===== config.mk =====
export PLATFORM = sky130hd
export DESIGN_NAME = gpio_port
export DESIGN_NICKNAME = d
export VERILOG_FILES = /design/src/logic/gpio_port_pkg.sv /design/src/logic/gpio_port.sv
export SDC_FILE = /design/constraint.sdc
export NUM_CORES = 1
export LEC_CHECK = 0
export BUFFER_PORTS_ARGS = -buffer_cell sky130_fd_sc_hd__buf_2
export CORE_AREA = 2 2 162 164
export CTS_CLUSTER_DIAMETER = 120
export DETAILED_ROUTE_END_ITERATION = 12
export DIE_AREA = 0 0 164 166
export HOLD_SLACK_MARGIN = 0.03
export PLACE_DENSITY = 0.91
export SLEW_MARGIN = 20
export SYNTH_ARGS = -nofsm -noshare
export SYNTH_HDL_FRONTEND = slang
export SYNTH_SLANG_ARGS = --single-unit

===== constraint.sdc =====
create_clock -name sys_clk -period 3.7 [get_ports sys_clk]
set_input_delay 0.74 -clock sys_clk [delete_from_list [all_inputs] [get_ports sys_clk]]
set_output_delay 0.74 -clock sys_clk [all_outputs]
set_load 0.02 [all_outputs]

===== src/logic/gpio_port_pkg.sv =====
// Package: constants, register map and pin allocation tables of the general-purpose pin port
package gpio_port_pkg;

  // ********************************************
  // Sizes
  // ********************************************
  localparam int N_GIO = 18; // Bidirectional pins
  localparam int N_DO = 2; // Output-only pins
  localparam int N_PERIPH = 4; // Peripherals that can claim pins

  // ********************************************
  // Register byte offsets
  // ********************************************
  localparam logic [7:0] OFS_DIR = 8'h00; // Direction, 1 = output
  localparam logic [7:0] OFS_DOUT = 8'h04; // Output levels, [19:18] output-only pins
  localparam logic [7:0] OFS_PULL_EN = 8'h08; // Pull resistor connected
  localparam logic [7:0] OFS_PULL_UP = 8'h0C; // 1 = pull-up, 0 = pull-down
  localparam logic [7:0] OFS_LEVEL = 8'h10; // Pin levels, read only
  localparam logic [7:0] OFS_INT_EN = 8'h14; // Change interrupt enables
  localparam logic [7:0] OFS_INT_RISE = 8'h18; // 1 = rising edge, 0 = falling edge
  localparam logic [7:0] OFS_INT_STAT = 8'h1C; // Sticky status, write one to clear
  localparam logic [7:0] OFS_PERIPH = 8'h20; // Peripheral enables and alternates
  localparam logic [7:0] OFS_RELEASE = 8'h24; // Pins released by their peripheral
  localparam logic [7:0] OFS_RADIO = 8'h28; // Radio indicator control

  // ********************************************
  // Field positions
  // ********************************************
  localparam int PERIPH_EN_LSB = 0; // Enable bits [3:0]
  localparam int PERIPH_ALT_LSB = 8; // Alternate allocation bits [11:8]
  localparam int RADIO_EN_BIT = 0; // Radio indicators on
  localparam int RADIO_ALT_BIT = 1; // Use the second pin pair
  localparam int DO_LSB = 18; // Output-only pins inside the output register

  // ********************************************
  // Pin numbers for radio indicators
  // ********************************************
  localparam int TX_PIN_A = 1;
  localparam int TX_PIN_B = 3;
  localparam int RX_PIN_A = 0;
  localparam int RX_PIN_B = 2;

  // ********************************************
  // Reset values
  // ********************************************
  localparam logic [N_GIO-1:0] PULL_EN_RST = 18'h3_FFFF; // All pulls connected
  localparam logic [N_GIO-1:0] PULL_UP_RST = 18'h3_FFFF; // Default pull per pin

  // ********************************************
  // Pin allocations per peripheral: primary and alternate
  // ********************************************
  localparam logic [N_PERIPH-1:0][N_GIO-1:0] MAP_A = {
    18'h0_C000, 18'h0_0F00, 18'h0_00F0, 18'h0_000F
  };
  localparam logic [N_PERIPH-1:0][N_GIO-1:0] MAP_B = {
    18'h3_0000, 18'h0_F000, 18'h0_0F00, 18'h0_00F0
  };

endpackage


===== src/logic/gpio_port.sv =====
// Module: general-purpose pin port with AHB-Lite registers, peripheral muxing and sleep hold
//
// The AHB-Lite register port and the placing of the registers were chosen for this implementation.
`timescale 1ns/1ps
`default_nettype none
// Operation
// - Eighteen pins, direction and pull each
// - Two extra output-only pins
// - Enabled peripheral takes its allocated pins
// - Each peripheral has two pin allocations
// - Peripheral may release pins it needs not
// - Reset: peripherals off, pins inputs, pulled
// - Free pins: set direction, read or write
// - Pull per pin, kept through sleep
// - Input edge interrupt, edge select, enable
// - Enabled pin interrupts wake sleeping device
// - Interrupt status readable by software
// - Pin levels always readable
// - Sleep holds direction and output levels
// - After wake, held values under port registers
// - Peripherals stay off after wake
// - Radio transmit state on indicator pin
// - Radio receive state on second pin
module gpio_port
  import gpio_port_pkg::*;
(
  // Clock and reset
  input wire logic sys_clk,
  input wire logic rstn,
  // AHB-Lite slave
  input wire logic hsel,
  input wire logic [31:0] haddr,
  input wire logic [1:0] htrans,
  input wire logic hwrite,
  input wire logic [2:0] hsize,
  input wire logic [31:0] hwdata,
  input wire logic hready,
  output logic hreadyout,
  output logic hresp,
  output logic [31:0] hrdata,
  // Pins
  input wire logic [gpio_port_pkg::N_GIO-1:0] general_io_pin_in,
  output logic [gpio_port_pkg::N_GIO-1:0] general_io_pin_out,
  output logic [gpio_port_pkg::N_GIO-1:0] general_io_pin_oe_n,
  output logic [gpio_port_pkg::N_GIO-1:0] pullup_resistor_en,
  output logic [gpio_port_pkg::N_GIO-1:0] pulldown_resistor_en,
  output logic [gpio_port_pkg::N_DO-1:0] output_only_pin,
  // Peripherals
  input wire logic [gpio_port_pkg::N_PERIPH-1:0][gpio_port_pkg::N_GIO-1:0] periph_out,
  input wire logic [gpio_port_pkg::N_PERIPH-1:0][gpio_port_pkg::N_GIO-1:0] periph_drive,
  output logic [gpio_port_pkg::N_GIO-1:0] pin_level,
  // Radio state
  input wire logic radio_tx_state,
  input wire logic radio_rx_state,
  // Power control
  input wire logic sleep_req,
  output logic wake_event,
  output logic irq
);
  import gpio_port_pkg::*;

  // ********************************************
  // State
  // ********************************************
  typedef struct packed {
    logic [N_GIO-1:0] sync1; // First synchroniser stage
    logic [N_GIO-1:0] sync2; // Second synchroniser stage
    logic [N_GIO-1:0] prev; // Level one cycle earlier, for edges
    logic [N_GIO-1:0] dir; // Direction register
    logic [N_GIO+N_DO-1:0] dout; // Output register
    logic [N_GIO-1:0] pull_en; // Pull connected
    logic [N_GIO-1:0] pull_up; // Pull kind
    logic [N_GIO-1:0] int_en; // Interrupt enables
    logic [N_GIO-1:0] int_rise; // Edge select
    logic [N_GIO-1:0] int_stat; // Sticky status
    logic [N_PERIPH-1:0] per_en; // Peripheral enables
    logic [N_PERIPH-1:0] per_alt; // Alternate allocation
    logic [N_GIO-1:0] release_m; // Released pins
    logic radio_en; // Radio indicators on
    logic radio_alt; // Radio pin pair select
    logic sleep; // Sleep request seen last cycle
    logic [N_GIO-1:0] pin_out; // Registered pin drive
    logic [N_GIO-1:0] pin_oe_n; // Registered enable, low drives
    logic [N_GIO-1:0] pu; // Pull-up switch
    logic [N_GIO-1:0] pd; // Pull-down switch
    logic [N_DO-1:0] do_q; // Output-only pins
    logic wr_pend; // Write data phase pending
    logic [7:0] wr_addr; // Latched write offset
    logic [31:0] rdata; // Read data for the data phase
    logic irq; // Interrupt request
    logic wake; // Wake request
  } state_t;

  state_t s_q; // Registered state
  state_t s_d; // Next state

  // Pin ownership, worked out from the current state
  logic [N_GIO-1:0] claim; // Pins held by a peripheral
  logic [N_GIO-1:0] per_o; // Peripheral drive values
  logic [N_GIO-1:0] per_d; // Peripheral direction
  logic [N_GIO-1:0] radio_m; // Pins held by radio indicators
  logic [N_GIO-1:0] eff_dir; // Direction seen at the pins
  logic [N_GIO-1:0] eff_out; // Output level seen at the pins
  logic [N_GIO-1:0] set_vec; // Status bits set this cycle
  logic sleep_entry; // First cycle of sleep request

  // ********************************************
  // Pin ownership
  // ********************************************
  // Lowest numbered peripheral wins when allocations overlap; radio wins over all
  always_comb begin
    logic [N_GIO-1:0] m;
    m = '0;
    claim = '0;
    per_o = '0;
    per_d = '0;
    radio_m = '0;
    for (int p = N_PERIPH - 1; p >= 0; p--) begin
      if (s_q.per_en[p]) begin
        m = (s_q.per_alt[p] ? MAP_B[p] : MAP_A[p]) & ~s_q.release_m;
      end else begin
        m = '0;
      end
      claim = claim | m;
      per_o = (per_o & ~m) | (periph_out[p] & m);
      per_d = (per_d & ~m) | (periph_drive[p] & m);
    end
    eff_dir = (s_q.dir & ~claim) | (per_d & claim);
    eff_out = (s_q.dout[N_GIO-1:0] & ~claim) | (per_o & claim);
    if (s_q.radio_en) begin
      // Both indicators are outputs while the radio owns them
      radio_m[s_q.radio_alt ? TX_PIN_B : TX_PIN_A] = 1'b1;
      radio_m[s_q.radio_alt ? RX_PIN_B : RX_PIN_A] = 1'b1;
      eff_dir = eff_dir | radio_m;
      eff_out[s_q.radio_alt ? TX_PIN_B : TX_PIN_A] = radio_tx_state;
      eff_out[s_q.radio_alt ? RX_PIN_B : RX_PIN_A] = radio_rx_state;
    end
  end

  // Edges only count on pins that are inputs
  assign set_vec = ~eff_dir & ((s_q.sync2 & ~s_q.prev & s_q.int_rise)
                   | (~s_q.sync2 & s_q.prev & ~s_q.int_rise));
  assign sleep_entry = sleep_req & ~s_q.sleep;

  // ********************************************
  // Next state
  // ********************************************
  always_comb begin
    logic [N_GIO-1:0] clr;
    clr = '0;
    s_d = s_q;
    // Sync stage one feeds only stage two
    s_d.sync1 = general_io_pin_in;
    s_d.sync2 = s_q.sync1;
    s_d.prev = s_q.sync2;
    s_d.sleep = sleep_req;
    // Address phase: latch writes, fetch read data now for a zero-wait answer
    s_d.wr_pend = 1'b0;
    s_d.rdata = '0;
    if (hsel && hready && htrans[1]) begin
      s_d.wr_pend = hwrite;
      s_d.wr_addr = haddr[7:0];
      if (!hwrite) begin
        case (haddr[7:0])
          OFS_DIR: s_d.rdata = 32'(s_q.dir);
          OFS_DOUT: s_d.rdata = 32'(s_q.dout);
          OFS_PULL_EN: s_d.rdata = 32'(s_q.pull_en);
          OFS_PULL_UP: s_d.rdata = 32'(s_q.pull_up);
          OFS_LEVEL: s_d.rdata = 32'(s_q.sync2);
          OFS_INT_EN: s_d.rdata = 32'(s_q.int_en);
          OFS_INT_RISE: s_d.rdata = 32'(s_q.int_rise);
          OFS_INT_STAT: s_d.rdata = 32'(s_q.int_stat);
          OFS_PERIPH: begin
            s_d.rdata[PERIPH_EN_LSB +: N_PERIPH] = s_q.per_en;
            s_d.rdata[PERIPH_ALT_LSB +: N_PERIPH] = s_q.per_alt;
          end
          OFS_RELEASE: s_d.rdata = 32'(s_q.release_m);
          OFS_RADIO: begin
            s_d.rdata[RADIO_EN_BIT] = s_q.radio_en;
            s_d.rdata[RADIO_ALT_BIT] = s_q.radio_alt;
          end
          // Unmapped offsets read as zero
          default: s_d.rdata = '0;
        endcase
      end
    end
    // Data phase of a write
    if (s_q.wr_pend) begin
      case (s_q.wr_addr)
        OFS_DIR: s_d.dir = hwdata[N_GIO-1:0];
        OFS_DOUT: s_d.dout = hwdata[N_GIO+N_DO-1:0];
        OFS_PULL_EN: s_d.pull_en = hwdata[N_GIO-1:0];
        OFS_PULL_UP: s_d.pull_up = hwdata[N_GIO-1:0];
        OFS_INT_EN: s_d.int_en = hwdata[N_GIO-1:0];
        OFS_INT_RISE: s_d.int_rise = hwdata[N_GIO-1:0];
        OFS_INT_STAT: clr = hwdata[N_GIO-1:0];
        OFS_PERIPH: begin
          s_d.per_en = hwdata[PERIPH_EN_LSB +: N_PERIPH];
          s_d.per_alt = hwdata[PERIPH_ALT_LSB +: N_PERIPH];
        end
        OFS_RELEASE: s_d.release_m = hwdata[N_GIO-1:0];
        OFS_RADIO: begin
          s_d.radio_en = hwdata[RADIO_EN_BIT];
          s_d.radio_alt = hwdata[RADIO_ALT_BIT];
        end
        // Writes to read-only or unmapped offsets are dropped
        default: clr = '0;
      endcase
    end
    // A new edge in the clearing cycle survives the clear
    s_d.int_stat = (s_q.int_stat & ~clr) | set_vec;
    // Sleep entry copies the pin picture into the port registers and drops peripherals
    if (sleep_entry) begin
      s_d.dir = eff_dir;
      s_d.dout[N_GIO-1:0] = eff_out;
      s_d.per_en = '0;
      s_d.radio_en = 1'b0;
    end
    // Pin drivers, pulls are untouched by sleep so they hold through it
    s_d.pin_out = eff_out;
    s_d.pin_oe_n = ~eff_dir;
    s_d.pu = s_q.pull_en & s_q.pull_up;
    s_d.pd = s_q.pull_en & ~s_q.pull_up;
    s_d.do_q = s_q.dout[DO_LSB +: N_DO];
    s_d.irq = |(s_d.int_stat & s_q.int_en);
    s_d.wake = s_q.sleep & (|(s_d.int_stat & s_q.int_en));
  end

  // ********************************************
  // State register
  // ********************************************
  // Reset leaves every pin an undriven input with its default pull
  always_ff @(posedge sys_clk) begin
    if (!rstn) begin
      s_q <= '0;
      s_q.pull_en <= PULL_EN_RST;
      s_q.pull_up <= PULL_UP_RST;
      s_q.pin_oe_n <= '1;
      s_q.pu <= PULL_EN_RST & PULL_UP_RST;
      s_q.pd <= PULL_EN_RST & ~PULL_UP_RST;
    end else begin
      s_q <= s_d;
    end
  end

  // ********************************************
  // Outputs
  // ********************************************
  assign hreadyout = 1'b1; // No wait states
  assign hresp = 1'b0; // Always OKAY
  assign hrdata = s_q.rdata;
  assign general_io_pin_out = s_q.pin_out;
  assign general_io_pin_oe_n = s_q.pin_oe_n;
  assign pullup_resistor_en = s_q.pu;
  assign pulldown_resistor_en = s_q.pd;
  assign output_only_pin = s_q.do_q;
  assign pin_level = s_q.sync2;
  assign irq = s_q.irq;
  assign wake_event = s_q.wake;
endmodule
`default_nettype wire


Word level (Yosys, flattened, before mapping) --
Cells that the tools add are included.
Word-level totals: register bits 328, word-level logic and storage cells 169, bits of input ports 239
Operators by class: reductions and logical operators 23, eq/ne operators 19, bitwise logic cells 62, $lt $le $gt $ge 4, muxes and demuxes 34
Operators by type and width (number):
- $and 18x18->18 | 28
- $mux 18 | 16
- $or 18x18->18 | 15
- $not 18->18 | 11
- $mux 110 | 1
- $pmux 8 s9 | 1
- $eq 8x5->1 const B | 7
- $eq 8x6->1 const B | 6
- $pmux 4 s10 | 1
- $bwmux 18 | 2
- $pmux 4 s9 | 1
- $eq 8x4->1 const B | 4
- $pmux 2 s11 | 1
- $reduce_and 2->1 | 11
- $mux 20 | 1
- $pmux 2 s10 | 1
- $and 12x18->18 | 1
- $and 16x18->18 | 1
- $and 8x18->18 | 1
- $reduce_or 18->1 | 1
- $eq 8x3->1 const B | 2
- $logic_not 8->1 | 2
- $mux 16 | 1
- $lt 2x6->1 const B | 2
- other kinds (12) | 24

Depth between registers and ports, before layout --
depth after elaboration 20, depth in mapped cells 9, gate-level depth less buffers 6

Worst setup path after synthesis --
No wires, ideal clock.
path kind input-to-reg, from input port haddr[4], to register s_q, in the netlist hrdata[12], required time 3.635 ns, path buffers 2, cell stages on the path 8, arrival 2.256 ns, setup slack 1.379 ns, cells stage by stage or4_1 clkbuf_1 nor2_2 clkbuf_1 a22oi_1 nand3_1 a221oi_1 nor2_1
On the way: longest elaborated chain between the ends 2, elaborated cells between the ends (all ways) 10
RTL lines:
- start: declaration | RTL line gpio_port.sv:32 | input wire logic [31:0] haddr,
- $eq 8x6->1, or another cell as far along | RTL line gpio_port.sv:164 | case (haddr[7:0])
- $pmux 8 s9 * | RTL line gpio_port.sv:164
- end: declaration | RTL line gpio_port.sv:94 | state_t s_q;
Every way passes the cells marked *; elsewhere a longest branch is shown, timed or not. A chain may end at the register's enable or synchronous reset.

Final worst setup path --
from register s_q[36] (netlist name), to register s_q, in the netlist irq
On the way: longest elaborated chain between the ends 8
RTL lines:
- $eq 8x5->1 | RTL line gpio_port.sv:189 | case (s_q.wr_addr)
- $mux 18 | RTL line gpio_port.sv:189
- $mux 18 | RTL line gpio_port.sv:188 | if (s_q.wr_pend) begin
- $not 18->18 | RTL line gpio_port.sv:211 | s_d.int_stat = (s_q.int_stat & ~clr) | set_vec;
- $and 18x18->18 | RTL line gpio_port.sv:211
- $or 18x18->18 | RTL line gpio_port.sv:211
- $and 18x18->18 | RTL line gpio_port.sv:225 | s_d.irq = |(s_d.int_stat & s_q.int_en);
- $reduce_or 18->1 | RTL line gpio_port.sv:225
No other way between the ends.

==> summary.md <==
| Metric | Value |
|---|---|
| Run status | finished, final reports clean |
| Kind of start point of the critical path | flop |
| Residual DRC | 0 |
| Family with the most delay on the worst path | simple AND/OR/NAND/NOR gates |
| H-tree Lvls | 1 |
| Worst r2r path cells | 7 |
| Row count | 59 |
| Power density relative to cell area | around 470 nW/um2 |
| Final Slew Violations | 0 |
| Pin count of the biggest net entering global routing | 135 |
| Mapped Area | 13,850 um2 |
| Fmax | around 340 MHz |
| Fraction of final layout cells sized beyond drive strength 1 | 20.56% |
| Area of the die | around 27,000 um2 |
| Post-Layout Cell Count | 2,058 |
| Crit path depth | 7 |
| Most repeated cell in the gate-level netlist after synthesis | dfxtp_1 |
| Worst clock skew on the final layout | about 0.020 ns |
| Area growth syn-to-layout | 10.91% |
| Clock tree from TritonCTS | yes |
| Setup violators final | 0 |
| Via count of the first global-routing pass | 11,560 |
| Die X | ~160 um |
| Pin slew with the least headroom to its limit | 0.8799 ns |
| Leakage power total | ~0.0065 uW |
| Design internal power | 5492 uW |
| Buffer depth of the longest clock path | 3 |
| Critical Path, Cell by Cell | and4bb_2 -> and3_1 -> buf_4 -> a21oi_1 -> a2111o_1 -> nor4_2 -> a31oi_1 |
| Post-CTS Repair Setup Buffers | 0 |
| Die boundary height | 166 um |
| Post-Synthesis Cells | roughly 1,600 |
| Prevailing post-synth register cell | dfxtp_1 |
| Share of power burned in the clock network | roughly 45% |
| Critical path type | reg -> reg |
| Input/output buffers | approximately 220 |
| Share of synthesized area occupied by flip-flops and latches | 45.67% |
| Clock root buffer master | clkbuf_16 |
| Initial Util | 54.08% |
| Total track usage | 31.35% |
| Wire length of the first global-routing pass | 66,340 um |
| Crit share post-route | between 70% and 80% |
| Fraction of power spent switching nets | 23.80% |
| Share of power burned in combinational logic | 6.3% |
| Final Hold Violating Endpoints | 0 |
| Synth warn | 0 |
| Setup repair after global routing missed its margin | false |
| Core footprint | 25,620 um2 |
| Share of the synthesized area in the top cell type | 45.67% |
| CP max-delay cell | and4bb_2 |
| Placer congestion estimate | 0.9943 |
| Maximum cell stage delay along the critical path | 0.48 ns |
| Router iterations before antenna repair | 7 |
| Starting DRC count in detailed routing | 1,977 |
| Sequential group share of total power | 49.0% |
| Critical path capture point type | flop |
| Final net count | 1,936 |
| Post-synthesis cell type with the largest combined area | dfxtp_1 |
| Number of top-level design ports | 367 |
| Worst VDD drop | 0.3507 mV |
| Worst path bufs/invs | 1 |
| Number of enable flip-flop cells after synthesis | 0 |
| Instance count after placement with tap cells included | 1,999 |
| Worst endpoint required time | 4.10 ns |
| Cell area after layout | 15,360 um2 |
| Setup tns final | 0 ns |
| Data arrival time of the worst path | 3.36 ns |
| Number of antenna violations at the first check in global routing | 0 |
| Total grt overflow | 0 |
| Fraction of synthesis flops using an asynchronous set or reset pin | 0% |
| Power Total | between 7000 and 8000 uW |
| Register bit count reported by yosys | 316 |
| Post-detailed-route count of antenna-violating nets | 0 |
| Shortest period the worst path allows | ~3.0 ns |
| Highest net fanout along the worst path | 13 |
| Total wire length after detailed routing | roughly 44,000 um |
| Average size of a mapped cell | 8.509 um2 |
| Clock-pin slew reported for the worst setup and hold paths after clock tree synthesis | 0.07 ns |
| Slew headroom | 41.20% |
| Top cell types by occurrence after synthesis | dfxtp_1, nand2_1, nor2_1 |
| Max cap viols | 0 |
| Tightest Hold Check Type | in -> reg |
| Via count | 12,610 |
| Clock Latency Late Sink | 0.58 ns |
| Number of sinks on the clock net | 316 |
| Average routed wire per standard cell | 21.43 um |
| Number of buffers inserted during clock tree synthesis | 31 |
| Hold path depth | 2 |
| Vias per Instance | 6.125 |
| Cell types occupying the most area after synthesis | dfxtp_1, nand2_1, buf_4 |
| Number of distinct library cells after synthesis | 66 |
| Resized cells post-CTS | 0 |
| Post-cts hold buffer count | 0 |
| Post-place instance area | 14,310 um2 |
| Worst hold slack | 0.3687 ns |
| Detailed placement HPWL | 30,500 um |
| Net switching power of the design | roughly 1700 uW |
[path summary, 6_finish.rpt]
kind / start / end / slack [ns]
worst max-delay path: s_q[36] / irq / 0.74
worst max register to register: s_q[36] / irq / 0.74
worst min register to register: s_d[292] / pin_level[0] / 0.43
worst min-delay path: general_io_pin_in[12] / s_d[304] / 0.37
[sequential cells by signal, summed over array words and instances (netlist names)]
register              cells
general_io_pin_out       18
irq                       1
s_d                      20
pin_level                18
wake_event                1
hrdata                   20
pulldown_resistor_en     18
pullup_resistor_en       18
general_io_pin_oe_n      18
output_only_pin           2
s_q                     182
[layout by cell type, fill, tap and decap left out, drive strengths merged, types with 7 or more instances in the layout]
cell type / n
nor2b: 7
o22a: 8
nand2: 268
buf: 255
or4: 10
nor3b: 8
a221oi: 20
clkinv: 8
mux2i: 53
dfxtp: 316
nor2: 190
and2: 68
mux2: 17
a31oi: 14
a311oi: 19
conb: 14
o21ai: 7
a22oi: 52
nor3: 12
a222oi: 12
and3b: 10
and3: 14
a211oi: 21
nand3: 69
clkbuf: 43
a21oi: 91
nand2b: 13
inv: 18
o22ai: 13
[routing by layer]
metal	part of all wire [%]	GRT usage [%]	vias up	wire, um
met4	5.4	15.98	0	2369
li1	-	-	5626	-
met2	42	45.41	1053	18340
met3	15	6.993	182	6452
met5	0	0	-	0
met1	38	43.74	5744	16940
[power groups by stage]
stage	registers, uW	logic [uW]	clock network, uW
after global placement	3600	431	0
after detailed placement	3610	440	0
after CTS	3530	444	3250
after global routing	3540	485	3390
after floorplan	3590	314	0
final	3530	454	3220
[worst register-to-register path, stage by stage, from the launching register on]
cell and delay (ns):
dfxtp_1 0.39, and4bb_2 0.48, and3_1 0.45, buf_4 0.30, a21oi_1 0.15, a2111o_1 0.43
nor4_2 0.40, a31oi_1 0.19
[through the flow]
stage / worst slack (ns) / util, %
global route: 0.7462 / 59.97
global placement: 0.8187 / 55.84
CTS: 0.8437 / 59.97
floorplan: 1.379 / -
finish: 0.7432 / 59.98
detailed placement: 0.8021 / 55.84
[logic make-up after synthesis]
group           count (synthesis)  share of synthesized area (%)
flops                         316                          45.67
simple gates                  705                          24.12
other cells                     2                        0.05422
mux                            70                          5.212
compound gates                286                          14.43
buf+inv                       249                          10.51
[final cells by class]
| cell class | count | area [um2] |
|---|---|---|
| diodes | 1 | 2.502 |
| clock buffers | 43 | 910.9 |
| clock inverters | 15 | 145.1 |
| fillers | 2153 | 10250 |
| inverters | 18 | 68.82 |
| multi-input cells | 1075 | 6122 |
| flip-flops and latches | 316 | 6326 |
| well taps | 335 | 419.2 |
| repair buffers | 255 | 1369 |
Note: power is estimated with default switching activity, not from simulation.
